File: src/hw/fbp_consts.svh
// constants for the filter buffer pointer block
`ifndef FBP_CONSTS_SVH
`define FBP_CONSTS_SVH

// ==========================================================================
// register byte offsets
`define OFF_PTR_4_7 8'h00
`define OFF_PTR_8_11 8'h04
`define OFF_FILTER_EN 8'h08
`define OFF_ROUTE_STATUS 8'h0C

// ==========================================================================
// reset values
`define RST_PTR 16'h0000
`define RST_FILTER_EN 16'hFFFF

// ==========================================================================
// field positions
`define FIELD_W 4
`define FIRST_FILTER 4'h4
`define LAST_FILTER 4'hB
`define STAT_BUF_LSB 0
`define STAT_FIFO_BIT 4
`define STAT_SEEN_BIT 5
`define STAT_FILTER_LSB 8

// ==========================================================================
// destination encoding
`define DEST_FIFO_CODE 4'hF
`define DEST_LAST_BUFFER 4'hE

`endif

File: src/hw/fbp_pkg.sv
// types shared by the filter buffer pointer block
package fbp_pkg;
   typedef logic [3:0] dest_code_t;
   typedef logic [3:0] filter_index_t;
   typedef logic [15:0] ptr_reg_t;
   typedef logic [31:0] bus_word_t;
endpackage

File: src/hw/dest_decode.sv
// decodes one pointer nibble into a receive destination
`timescale 1ns/1ps
`include "fbp_consts.svh"
module dest_decode
   import fbp_pkg::*;
(
   // pointer code
   input wire fbp_pkg::dest_code_t code,
   // destination
   output logic to_fifo,
   output fbp_pkg::dest_code_t buffer_index
);
   // same decode serves every field, so no field can differ in meaning
   always_comb begin
      to_fifo = (code == `DEST_FIFO_CODE);
      buffer_index = to_fifo ? 4'h0 : code;
   end
endmodule

File: src/hw/can_filter_buffer_pointer.sv
// buffer pointer registers for filters 4-11 with AHB-Lite access and hit routing
`timescale 1ns/1ps
`include "fbp_consts.svh"
module can_filter_buffer_pointer
   import fbp_pkg::*;
(
   // clock, reset, enable
   input wire logic mclk,
   input wire logic sys_rst,
   input wire logic ce,
   // AHB-Lite slave
   input wire logic hsel,
   input wire logic [7:0] haddr,
   input wire logic [1:0] htrans,
   input wire logic hwrite,
   input wire logic [2:0] hsize,
   input wire fbp_pkg::bus_word_t hwdata,
   input wire logic hready,
   output logic hreadyout,
   output fbp_pkg::bus_word_t hrdata,
   output logic hresp,
   // filter match side
   input wire logic hit_valid,
   input wire fbp_pkg::filter_index_t hit_index,
   // buffer write side
   output logic dest_valid,
   output logic dest_fifo,
   output fbp_pkg::dest_code_t dest_buffer,
   output fbp_pkg::filter_index_t dest_filter
);
   import fbp_pkg::*;

   // =======================================================================
   // helpers

   // pick the 4-bit pointer of a covered filter out of the two registers
   function automatic dest_code_t pointer_field(input filter_index_t idx, input ptr_reg_t p47,
                                                input ptr_reg_t p811);
      filter_index_t rel;
      rel = idx - `FIRST_FILTER;
      if (idx < 4'h8) begin
         pointer_field = p47[rel[1:0]*`FIELD_W +: `FIELD_W];
      end else begin
         pointer_field = p811[rel[1:0]*`FIELD_W +: `FIELD_W];
      end
   endfunction

   function automatic logic is_covered(input filter_index_t idx);
      is_covered = (idx >= `FIRST_FILTER) && (idx <= `LAST_FILTER);
   endfunction

   // =======================================================================
   // register file and bus

   ptr_reg_t filter_4_7_buffer_pointer;
   ptr_reg_t filter_8_11_buffer_pointer;
   ptr_reg_t filter_enable_bits;
   logic wr_pend;
   logic [7:0] wr_addr;
   ptr_reg_t next_ptr_4_7;
   ptr_reg_t next_ptr_8_11;
   ptr_reg_t next_filter_en;
   logic next_wr_pend;
   logic [7:0] next_wr_addr;
   bus_word_t next_hrdata;
   logic addr_ok;
   logic route_seen;
   logic next_route_seen;
   bus_word_t status_word;

   assign addr_ok = hsel && htrans[1] && hready;

   always_comb begin
      status_word = 32'h0000_0000;
      status_word[`STAT_BUF_LSB +: `FIELD_W] = dest_buffer;
      status_word[`STAT_FIFO_BIT] = dest_fifo;
      status_word[`STAT_SEEN_BIT] = route_seen;
      status_word[`STAT_FILTER_LSB +: `FIELD_W] = dest_filter;
   end

   always_comb begin
      next_ptr_4_7 = filter_4_7_buffer_pointer;
      next_ptr_8_11 = filter_8_11_buffer_pointer;
      next_filter_en = filter_enable_bits;
      next_wr_pend = addr_ok && hwrite;
      next_wr_addr = haddr;
      next_hrdata = hrdata;
      // data phase of a write; unmapped offsets are ignored
      if (wr_pend) begin
         if (wr_addr == `OFF_PTR_4_7) begin
            next_ptr_4_7 = hwdata[15:0];
         end else if (wr_addr == `OFF_PTR_8_11) begin
            next_ptr_8_11 = hwdata[15:0];
         end else if (wr_addr == `OFF_FILTER_EN) begin
            next_filter_en = hwdata[15:0];
         end
      end
      // read data is built from the next values so a read right after a write sees it
      if (addr_ok && !hwrite) begin
         if (haddr == `OFF_PTR_4_7) begin
            next_hrdata = {16'h0000, next_ptr_4_7};
         end else if (haddr == `OFF_PTR_8_11) begin
            next_hrdata = {16'h0000, next_ptr_8_11};
         end else if (haddr == `OFF_FILTER_EN) begin
            next_hrdata = {16'h0000, next_filter_en};
         end else if (haddr == `OFF_ROUTE_STATUS) begin
            next_hrdata = status_word;
         end else begin
            next_hrdata = 32'h0000_0000;
         end
      end
   end

   always_ff @(posedge mclk) begin
      if (sys_rst) begin
         filter_4_7_buffer_pointer <= `RST_PTR;
         filter_8_11_buffer_pointer <= `RST_PTR;
         filter_enable_bits <= `RST_FILTER_EN;
         wr_pend <= 1'b0;
         wr_addr <= 8'h00;
         hrdata <= 32'h0000_0000;
         hreadyout <= 1'b1;
         hresp <= 1'b0;
      end else if (ce) begin
         filter_4_7_buffer_pointer <= next_ptr_4_7;
         filter_8_11_buffer_pointer <= next_ptr_8_11;
         filter_enable_bits <= next_filter_en;
         wr_pend <= next_wr_pend;
         wr_addr <= next_wr_addr;
         hrdata <= next_hrdata;
         hreadyout <= 1'b1;
         hresp <= 1'b0;
      end
   end

   // =======================================================================
   // hit routing

   dest_code_t hit_ptr;
   logic hit_fifo;
   dest_code_t hit_buffer;
   logic hit_enabled;
   logic hit_take;
   logic next_dest_valid;
   logic next_dest_fifo;
   dest_code_t next_dest_buffer;
   filter_index_t next_dest_filter;

   assign hit_ptr = pointer_field(hit_index, filter_4_7_buffer_pointer, filter_8_11_buffer_pointer);
   assign hit_enabled = filter_enable_bits[hit_index];
   // a disabled filter never accepts, so its pointer is never looked at
   assign hit_take = hit_valid && is_covered(hit_index) && hit_enabled;

   dest_decode u_decode (
      .code(hit_ptr),
      .to_fifo(hit_fifo),
      .buffer_index(hit_buffer)
   );

   always_comb begin
      next_dest_valid = hit_take;
      next_dest_fifo = dest_fifo;
      next_dest_buffer = dest_buffer;
      next_dest_filter = dest_filter;
      next_route_seen = route_seen;
      if (hit_take) begin
         next_dest_fifo = hit_fifo;
         next_dest_buffer = hit_buffer;
         next_dest_filter = hit_index;
         next_route_seen = 1'b1;
      end
   end

   always_ff @(posedge mclk) begin
      if (sys_rst) begin
         dest_valid <= 1'b0;
         dest_fifo <= 1'b0;
         dest_buffer <= 4'h0;
         dest_filter <= 4'h0;
         route_seen <= 1'b0;
      end else if (ce) begin
         dest_valid <= next_dest_valid;
         dest_fifo <= next_dest_fifo;
         dest_buffer <= next_dest_buffer;
         dest_filter <= next_dest_filter;
         route_seen <= next_route_seen;
      end
   end
endmodule

File: config.mk
export PLATFORM = sky130hd
export DESIGN_NAME = can_filter_buffer_pointer
export DESIGN_NICKNAME = d
export VERILOG_FILES = /design/src/hw/fbp_pkg.sv /design/src/hw/dest_decode.sv /design/src/hw/can_filter_buffer_pointer.sv
export VERILOG_INCLUDE_DIRS = /design/src /design/src/hw
export SDC_FILE = /design/constraint.sdc
export NUM_CORES = 1
export LEC_CHECK = 0
export ABC_AREA = 0
export BUFFER_PORTS_ARGS = -buffer_cell sky130_fd_sc_hd__buf_4
export CORE_MARGIN = 3
export CORE_UTILIZATION = 25
export CTS_CLUSTER_DIAMETER = 60
export CTS_CLUSTER_SIZE = 25
export DETAILED_ROUTE_END_ITERATION = 12
export GPL_ROUTABILITY_DRIVEN = 0
export PLACE_DENSITY = 0.42
export RECOVER_POWER = 50
export SKIP_CTS_REPAIR_TIMING = 1
export SLEW_MARGIN = 20
export SYNTH_ARGS = -nofsm -noshare
export SYNTH_HDL_FRONTEND = slang
export SYNTH_HIERARCHICAL = 1
export SYNTH_SLANG_ARGS = --single-unit
File: constraint.sdc
create_clock -name mclk -period 2.25 [get_ports mclk]
set_input_delay 0.3375 -clock mclk [delete_from_list [all_inputs] [get_ports mclk]]
set_output_delay 0.3375 -clock mclk [all_outputs]
set_load 0.05 [all_outputs]
==> results list, run 1 <==
- The run finished with clean final reports.
- Of the total synthesized cell area, the portion taken by AND, OR, NAND and NOR gates is a little under a quarter.
- After detailed routing, the number of vias per cell comes to 4.83.
- After routing the design area is 0.00582 mm^2.
* Final Cycle Share: 93.7%
* Gate Count Post-Synth: just over 500
* Critical Path End Type: flop
* Mux share of post-synthesis cell area: between 10% and 20%
- Relative to the synthesized area, the layout overhead comes to 20.9%.
- Cell family with the largest share of critical-path delay: simple AND/OR/NAND/NOR gates
- Kind of critical path: flop to flop
- For this run, the detailed router's first-pass iteration total came to 5.
- Highest fanout seen on the critical path: 26
- In this run the cell area of the synthesized design comes to between 0.004 and 0.005 mm^2.
- Once detailed placement completed, the half-perimeter wirelength came to 10800 um.
- Number of antenna violations at the first check in global routing: 0
* Leakage Power: about 0.002 uW
- The worst-case IR drop observed on VDD is 0.000470 V.
- The tool flagged a number of max-cap violations equal to 0.
- Count of different cell masters after synthesis: 50
* I/O pins: 100
* DRC violations left: 0
* TritonCTS clock tree: done
- STA classifies the critical path startpoint as a flop.
- Die width: 145 um
- In the post-route analysis, the smallest setup slack over all paths is between 0.1 and 0.15 ns.
- Counting both buffers and inverters, the worst setup path holds a total of 1.
- Cell breakdown of the critical path: or4_4 -> nor3b_4 -> buf_12 -> and2b_2 -> a211oi_2 -> a2111oi_2
- Vias in the first global route: 4072
- Dpl cell area: 0.00559 mm^2
- Data on the critical path arrives at its endpoint at 2.31 ns.
- After synthesis the netlist holds a flip-flop and latch count of 84.
* Share of the core filled with cells: 30.9%
- From bottom edge to top edge, the die measures 145 um.
- In the synthesized netlist the dominant register cell turns out to be sky130_fd_sc_hd__dfxtp_1.
- The total count of max-transition violations in the final report came to 0.
- Net count, final: 632
- Effective utilization at floorplan: about a quarter
- Clock buffers created by TritonCTS: 9
- Final total negative setup slack: 0 ns
- Max Buffers Root-to-Sink: 2
* Remaining number of nets flagged by the antenna check after routing: 0
- Maximum frequency from static timing analysis: between 0.4 and 0.5 GHz
- Number of failing hold endpoints at the final stage: 0
* Launch point of the critical path: wr_addr[1]$_SDFFE_PP0P_
- Slowest stage delay, CP: 0.60 ns
- For the pin with the worst max-slew slack, the measured transition is 0.730 ns.
- H-Tree Depth: 3
* Share of the synthesized area in compound gates (AO/OA/AOI/OAI): a little under a fifth
* Total of buffers placed on input and output ports: 61
* Fraction of final layout cells sized beyond drive strength 1: 28.7%
- The startpoint identified for the worst hold timing path is hit_index[2].
- Setup repair after global routing left no endpoint under its margin.
* Master of the slowest instance on the critical path: sky130_fd_sc_hd__or4_4
- Worst hold margin: between 0.15 and 0.2 ns
* Pin count of the biggest net entering global routing: 46
- For the worst-skew pair, the clock arrives at the later sink with an insertion delay of 0.35 ns.
- Routed len/inst: 18.3 um
- The clock period could shrink to 2.11 ns.
* Cell Rows: 50
- GR Util All Layers: ~15%
- Source of the worst register-to-register timing path: wr_addr[1]$_SDFFE_PP0P_
- Synth Warn #: 6
- Summed over all layers, the routed wires come to 15400 um.
- Post-placement setup slack: about 0.0019 ns
- Main combinational cell family by area after synthesis: simple AND/OR/NAND/NOR gates
- In this run the clock root is driven by a sky130_fd_sc_hd__clkbuf_16.
- Yosys mapped a number of flops with a built-in enable equal to 0.
* Area of the die: 0.0210 mm^2
- At the worst endpoint, the required time is around 2.5 ns.
- The detailed router placed between 4000 and 5000 vias in this run.
* Max Clock Skew: 0.00794 ns
* Core region area: between 0.015 and 0.02 mm^2
* Adder-cell share of the synthesized area: 0%
- For this block, the initial DRC count from the detailed router was 310.
- Final setup viols: 0
- In this run the power density over the cells is 614 mW/mm^2.
* Synthesized area divided by synthesized cell count: 9.32 um^2
- Post-synthesis share of cell area spent on xor and xnor gates: 0%
* Sequential share of the synthesized area: 34.9%
- The min-delay analysis places its worst path in the category input pin to flop.
- After clock tree synthesis, the clock-pin slew on the worst setup and hold paths is 0.06 ns.
* Tightest slew margin relative to the limit: about half
- The number of antenna diodes in the final layout is 0.
- For this design, the sink count on the clock tree is 84.
- Wire length of the first global-routing pass: 23800 um
* Aggregate global routing overflow: 0
- Asr flop ratio synth: 0%
==> state kept, by name (all words and copies together), names as in the netlist, 4 cells and up <==
name and cells:
wr_addr 8, filter_enable_bits 16, filter_4_7_buffer_pointer 16, filter_8_11_buffer_pointer 16, dest_filter 4, dest_buffer 4, hrdata 16
==> area by class of cell <==
type                    count  area (um^2)
multi-input cells         388         2840
clock inverters             5         83.8
fillers                  2004        13000
clock buffers              11          253
well taps                 260          325
inverters                   4         15.0
flip-flops and latches     84         1680
repair buffers             89          627
==> report_power, final <==
group | internal, uW | switching [uW] | total, uW
sequential | 1510 | 20.8 | 1530
combinational | 114 | 256 | 371
clock | 1040 | 642 | 1680
total | 2660 | 919 | 3580
==> worst register-to-register path, stage by stage, from the launching register on <==
cell                        delay [ns]
sky130_fd_sc_hd__dfxtp_1          0.35
sky130_fd_sc_hd__or4_4            0.60
sky130_fd_sc_hd__nor3b_4          0.24
sky130_fd_sc_hd__buf_12           0.22
sky130_fd_sc_hd__and2b_2          0.26
sky130_fd_sc_hd__a211oi_2         0.22
sky130_fd_sc_hd__a2111oi_2        0.08
==> cells by family (layout without fill, tap and decap cells) <==
kind of cell / Yosys count / after routing
compound gates: 102 / 102
buf+inv: 61 / 109
flops: 84 / 84
mux: 62 / 62
other cells: 2 / 18
simple gates: 206 / 206
==> placed cells by master (no fill, tap or decap), types with 4 or more instances in the layout <==
cell                         n
sky130_fd_sc_hd__nand2_1    84
sky130_fd_sc_hd__dfxtp_1    84
sky130_fd_sc_hd__buf_4      55
sky130_fd_sc_hd__a21oi_1    45
sky130_fd_sc_hd__nor2_1     38
sky130_fd_sc_hd__clkbuf_1   27
sky130_fd_sc_hd__mux2i_1    26
sky130_fd_sc_hd__nand3_1    26
sky130_fd_sc_hd__and3_1     24
sky130_fd_sc_hd__mux2_2     20
sky130_fd_sc_hd__conb_1     18
sky130_fd_sc_hd__a211o_1    16
sky130_fd_sc_hd__mux4_2     10
sky130_fd_sc_hd__o221a_2    10
sky130_fd_sc_hd__a211oi_2   10
sky130_fd_sc_hd__a2111oi_2  10
sky130_fd_sc_hd__clkbuf_16   9
sky130_fd_sc_hd__mux2_1      6
sky130_fd_sc_hd__a311oi_2    6
sky130_fd_sc_hd__buf_12      5
sky130_fd_sc_hd__and2b_4     4
==> metrics by stage <==
step,std cells,power [uW]
6_report,841,3580
5_1_grt,841,3700
4_1_cts,841,3640
3_5_place_dp,825,1940
3_3_place_gp,825,1940
2_1_floorplan,533,1820
==> final timing paths <==
path              slack, ns  depth (start not counted)                                          to
setup / recovery       0.14                          6                      hrdata[1]$_SDFFE_PP0P_
hold / removal         0.20                          2                 dest_filter[3]$_SDFFE_PP0P_
setup reg to reg       0.14                          6                      hrdata[1]$_SDFFE_PP0P_
hold reg to reg        0.47                          2  filter_8_11_buffer_pointer[4]$_SDFFE_PP0P_
==> cell usage after synthesis, drive strengths merged, types with 10 or more instances <==
cell type	number	area (um^2)
a21oi	45	225
a211o	16	140
a2111oi	10	150
buf	33	236
clkbuf	23	106
mux4	10	225
nor2	38	145
mux2i	26	260
nand2	86	328
o221a	10	113
and3	24	150
nand3	27	140
a211oi	11	133
dfxtp	84	1680
mux2	26	293
==> per-layer routing <==
layer / vias to the layer above / global-route usage, % / share of wire, %
li1: 1966 / - / -
met4: 0 / 3.73 / 1.4
met2: 119 / 23.4 / 46
met1: 1959 / 20.8 / 47
met5: - / 0 / 0
met3: 15 / 3.22 / 5.5
Power figures use the tool's default switching activity.
==> run 2: changes to the inputs <==
SYNTH_HIERARCHICAL = default   (was 1)
==> run 2 against run 1 <==
Effect of this change:
- maximum frequency up 0.59%
- register-to-register slack hardly changed
- routed wire length shrank 2.9%
- sequential share of layout area up 1.2 points
- sequential power hardly changed
- non-clock buffer count up 3
- clock power shrank 13%
- die area fell by 2.3%
- critical path type unchanged
==> results list, run 2 <==
- Run status: finished clean
- Startpoint type of the worst setup path: flop
- Overall via count from detail_route: 4109 (+1.2%)
- The power after layout was 3370 uW (-5.8%).
* Leading cell types by count after synthesis: sky130_fd_sc_hd__dfxtp_1 (84), sky130_fd_sc_hd__nand3_1 (65), sky130_fd_sc_hd__a21oi_1 (48)
- Routed len/inst: 18.5 um (+1.1%)
- Final total negative setup slack: 0 ns (unchanged)
- The share of the core filled with cells in the final layout came to 30.7% (-0.24 points).
- Pin count of the biggest net entering global routing: 47 (+2.2%)
- Kind of critical path: flop to flop
* H-Tree Depth: 3 (unchanged)
- Hold Path Depth: 3 (+1)
- Cell area power density: 603 mW/mm^2 (-1.8%)
* Inserted Diodes: 0 (unchanged)
* Sequential share of the synthesized area: 35.8% (+0.85 points)
- The smallest hold slack is 0.256 ns (+0.0576 ns).
- Core region area: 0.0182 mm^2 (-3.3%)
- The standby leakage power came to 0.00206 uW (+0.50%).
- Max Buffers Root-to-Sink: 2 (unchanged)
- Tightest slew margin relative to the limit: 50.8% (-0.57 points)
* Fraction of final layout cells sized beyond drive strength 1: 21.2% (-7.5 points)
- The initial antenna violation count is 0 (unchanged).
- The clock skew was 0.00828 ns (+0.000335 ns).
- Maximum vdd drop: 0.000362 V (-23%)
* Worst R2R Setup Slack: 0.15 ns (about the same)
* Count of placed standard cells in the final layout, fillers left out: 808 (-3.9%)
- The number of max-cap violations was 0 (unchanged).
* Final Cycle Share: 93.1% (-0.55 points)
- Highest fanout seen on the critical path: 22 (-15%)
- The tightest min-delay check is of the input pin to flop type.
- Critical Path End Type: flop
- Total of buffers placed on input and output ports: 61 (unchanged)
- Gate Count Post-Synth: 516 (-0.19%)
* CTS clock-pin slew for the worst setup and hold paths: 0.07 ns (about the same)
* Area of the die: 0.0205 mm^2 (-2.3%)
- GR Util All Layers: 14.7% (-0.19 points)
- The tree is rooted in a sky130_fd_sc_hd__clkbuf_16.
- The total number of nets in the final design came to 630 (-0.32%).
- Clock latency on the worst-skew pair: 0.35 ns (about the same)
- The area share of the largest cell type after synthesis came to 35.8% (+0.85 points).
- Vias in the first global route: 3909 (-4.0%)
- In the post-synthesis netlist, the biggest area contributors are sky130_fd_sc_hd__dfxtp_1 (36%), sky130_fd_sc_hd__nand3_1 (6.9%), sky130_fd_sc_hd__mux2i_1 (6.4%), sky130_fd_sc_hd__a21oi_1 (5.1%), sky130_fd_sc_hd__buf_4 (3.8%).
- The clock sink count was 84 (unchanged).
- The height of the chip came to 143 um (-1.1%).
- The detailed-routing iteration count for the pre-antenna-repair pass was 7 (+2).
* Asr flop ratio synth: 0% (unchanged)
* Maximum frequency from static timing analysis: 0.477 GHz (+0.59%)
* Vias per Instance: 5.09 (+5.4%)
- Wire length of the first global-routing pass: 23100 um (-2.6%)
- The synthesized area divided by synthesized cell count came to 9.11 um^2 (-2.2%).
- The total DRC errors in the routed layout was 0 (unchanged).
- The number of setup violations in the final report came to 0 (unchanged).
* Unrepaired setup endpoints after global routing: false
- In the synthesized netlist the dominant register cell turns out to be sky130_fd_sc_hd__dfxtp_1.
- Worst-case reg-to-reg path depth: 6 (unchanged)
* Worst endpoint data arrival time: 2.31 ns (about the same)
- Clock buffers created by TritonCTS: 9 (unchanged)
- The library cell used most frequently in the layout, excluding fill and tap cells, is sky130_fd_sc_hd__dfxtp_1.
- Cell Rows: 49 (-2.0%)
- Flop and latch count out of synthesis: 84 (unchanged)
* Post-Route WL: 14900 um (-2.9%)
- In the post-synthesis netlist, the cell with the most instances is sky130_fd_sc_hd__dfxtp_1.
* Minimum period implied by the final worst setup slack: 2.10 ns (-0.0123 ns)
* Count of routing violations after the opening detailed-route iteration: 245 (-21%)
- Post-Syn Area: 0.00470 mm^2 (-2.4%)
- Aggregate global routing overflow: 0 (unchanged)
* Effective utilization at floorplan: 25.8% (+0.25 points)
- The distinct cell type count of the synthesized netlist came to 51 (+2.0%).
- From synthesis to final layout, the design area changed by 18.8%.
* Required time of the worst setup path: 2.47 ns (+0.02 ns)
- Half-perimeter wire length after detailed placement: 10500 um (-2.8%)
- Synth Warn #: 0 (-6)
* Number of enable-type register cells in the synthesized netlist: 0 (unchanged)
- The chip width came to 143 um (-1.1%).
- Count of final max-slew check failures: 0 (unchanged)
* Remaining number of nets flagged by the antenna check after routing: 0 (unchanged)
* Post-synthesis cell type with the largest combined area: sky130_fd_sc_hd__dfxtp_1
* Most used cells in the layout excluding fill and tap cells: sky130_fd_sc_hd__dfxtp_1 (84), sky130_fd_sc_hd__nand3_1 (65), sky130_fd_sc_hd__buf_4 (54)
- Number of failing hold endpoints at the final stage: 0 (unchanged)
* Transition time at the pin with the least slew margin: 0.738 ns (+0.00850 ns)
- Cell count after placement: 792 (-4.0%)
* TritonCTS clock tree: done
- I/O pins: 100 (unchanged)
==> run 2: changes by cell type in the layout (fill, tap and decap cells not counted), moves of 10 or more <==
| cell | change |
|---|---|
| sky130_fd_sc_hd__nand2_1 | -39 |
| sky130_fd_sc_hd__nand3_1 | +39 |
| sky130_fd_sc_hd__a211oi_2 | -10 |
| sky130_fd_sc_hd__mux2_2 | -10 |
| sky130_fd_sc_hd__o21ai_0 | +10 |
| sky130_fd_sc_hd__o221a_2 | -10 |
==> run 2: per-stage QoR <==
step	worst slack (ns)	area (um^2)
after floorplan	0.357	4760
after global placement	0.178	5430
after detailed placement	0.130	5430
after CTS	0.139	5720
after global routing	0.00244	5590
final	0.154	5590
==> run 2: critical path, cell delays in order (launching register included) <==
cell                        delay, ns
sky130_fd_sc_hd__dfxtp_1         0.34
sky130_fd_sc_hd__nor4b_1         0.36
sky130_fd_sc_hd__and3_1          0.26
sky130_fd_sc_hd__buf_12          0.19
sky130_fd_sc_hd__mux2_2          0.35
sky130_fd_sc_hd__a221oi_1        0.37
sky130_fd_sc_hd__a2111oi_2       0.08
==> run 2: cells by family (layout without fill, tap and decap cells) <==
group           after synthesis  in the layout  share of synthesized area, %
compound gates              111            111                          18.1
mux                          58             58                          15.6
simple gates                198            198                          21.9
flops                        84             84                          35.8
buf+inv                      63            110                          8.57
other cells                   2             18                         0.160
==> run 2: path summary, 6_finish.rpt <==
kind,endpoint,start
max,hrdata[11]$_SDFFE_PP0P_,wr_addr[7]$_SDFFE_PP0P_
min,wr_addr[6]$_SDFFE_PP0P_,haddr[6]
max reg2reg,hrdata[11]$_SDFFE_PP0P_,wr_addr[7]$_SDFFE_PP0P_
min reg2reg,route_seen$_SDFFE_PP0P_,route_seen$_SDFFE_PP0P_
==> run 2: where the power goes <==
part | leakage (uW) | internal [uW] | switching [uW]
Clock | 0.000146 | 851 | 624
Sequential | 0.000680 | 1510 | 16.3
Combinational | 0.00123 | 112 | 258
Total | 0.00206 | 2470 | 898
==> run 2: routing by layer <==
| metal | vias up | part of all wire [%] | track usage, % | wire length [um] |
|---|---|---|---|---|
| met5 | - | 0 | 0 | 0 |
| met4 | 0 | 2.1 | 4.65 | 306 |
| met3 | 17 | 4.8 | 3.38 | 721 |
| met2 | 116 | 45 | 22.5 | 6770 |
| met1 | 1993 | 48 | 20.5 | 7120 |
| li1 | 1983 | - | - | - |
==> run 2: cell type report <==
class                   count  area (um^2)
repair buffers             92          662
inverters                   2         7.51
clock buffers              10          229
clock inverters             6         55.1
fillers                  1926        12600
flip-flops and latches     84         1680
multi-input cells         385         2670
well taps                 229          287
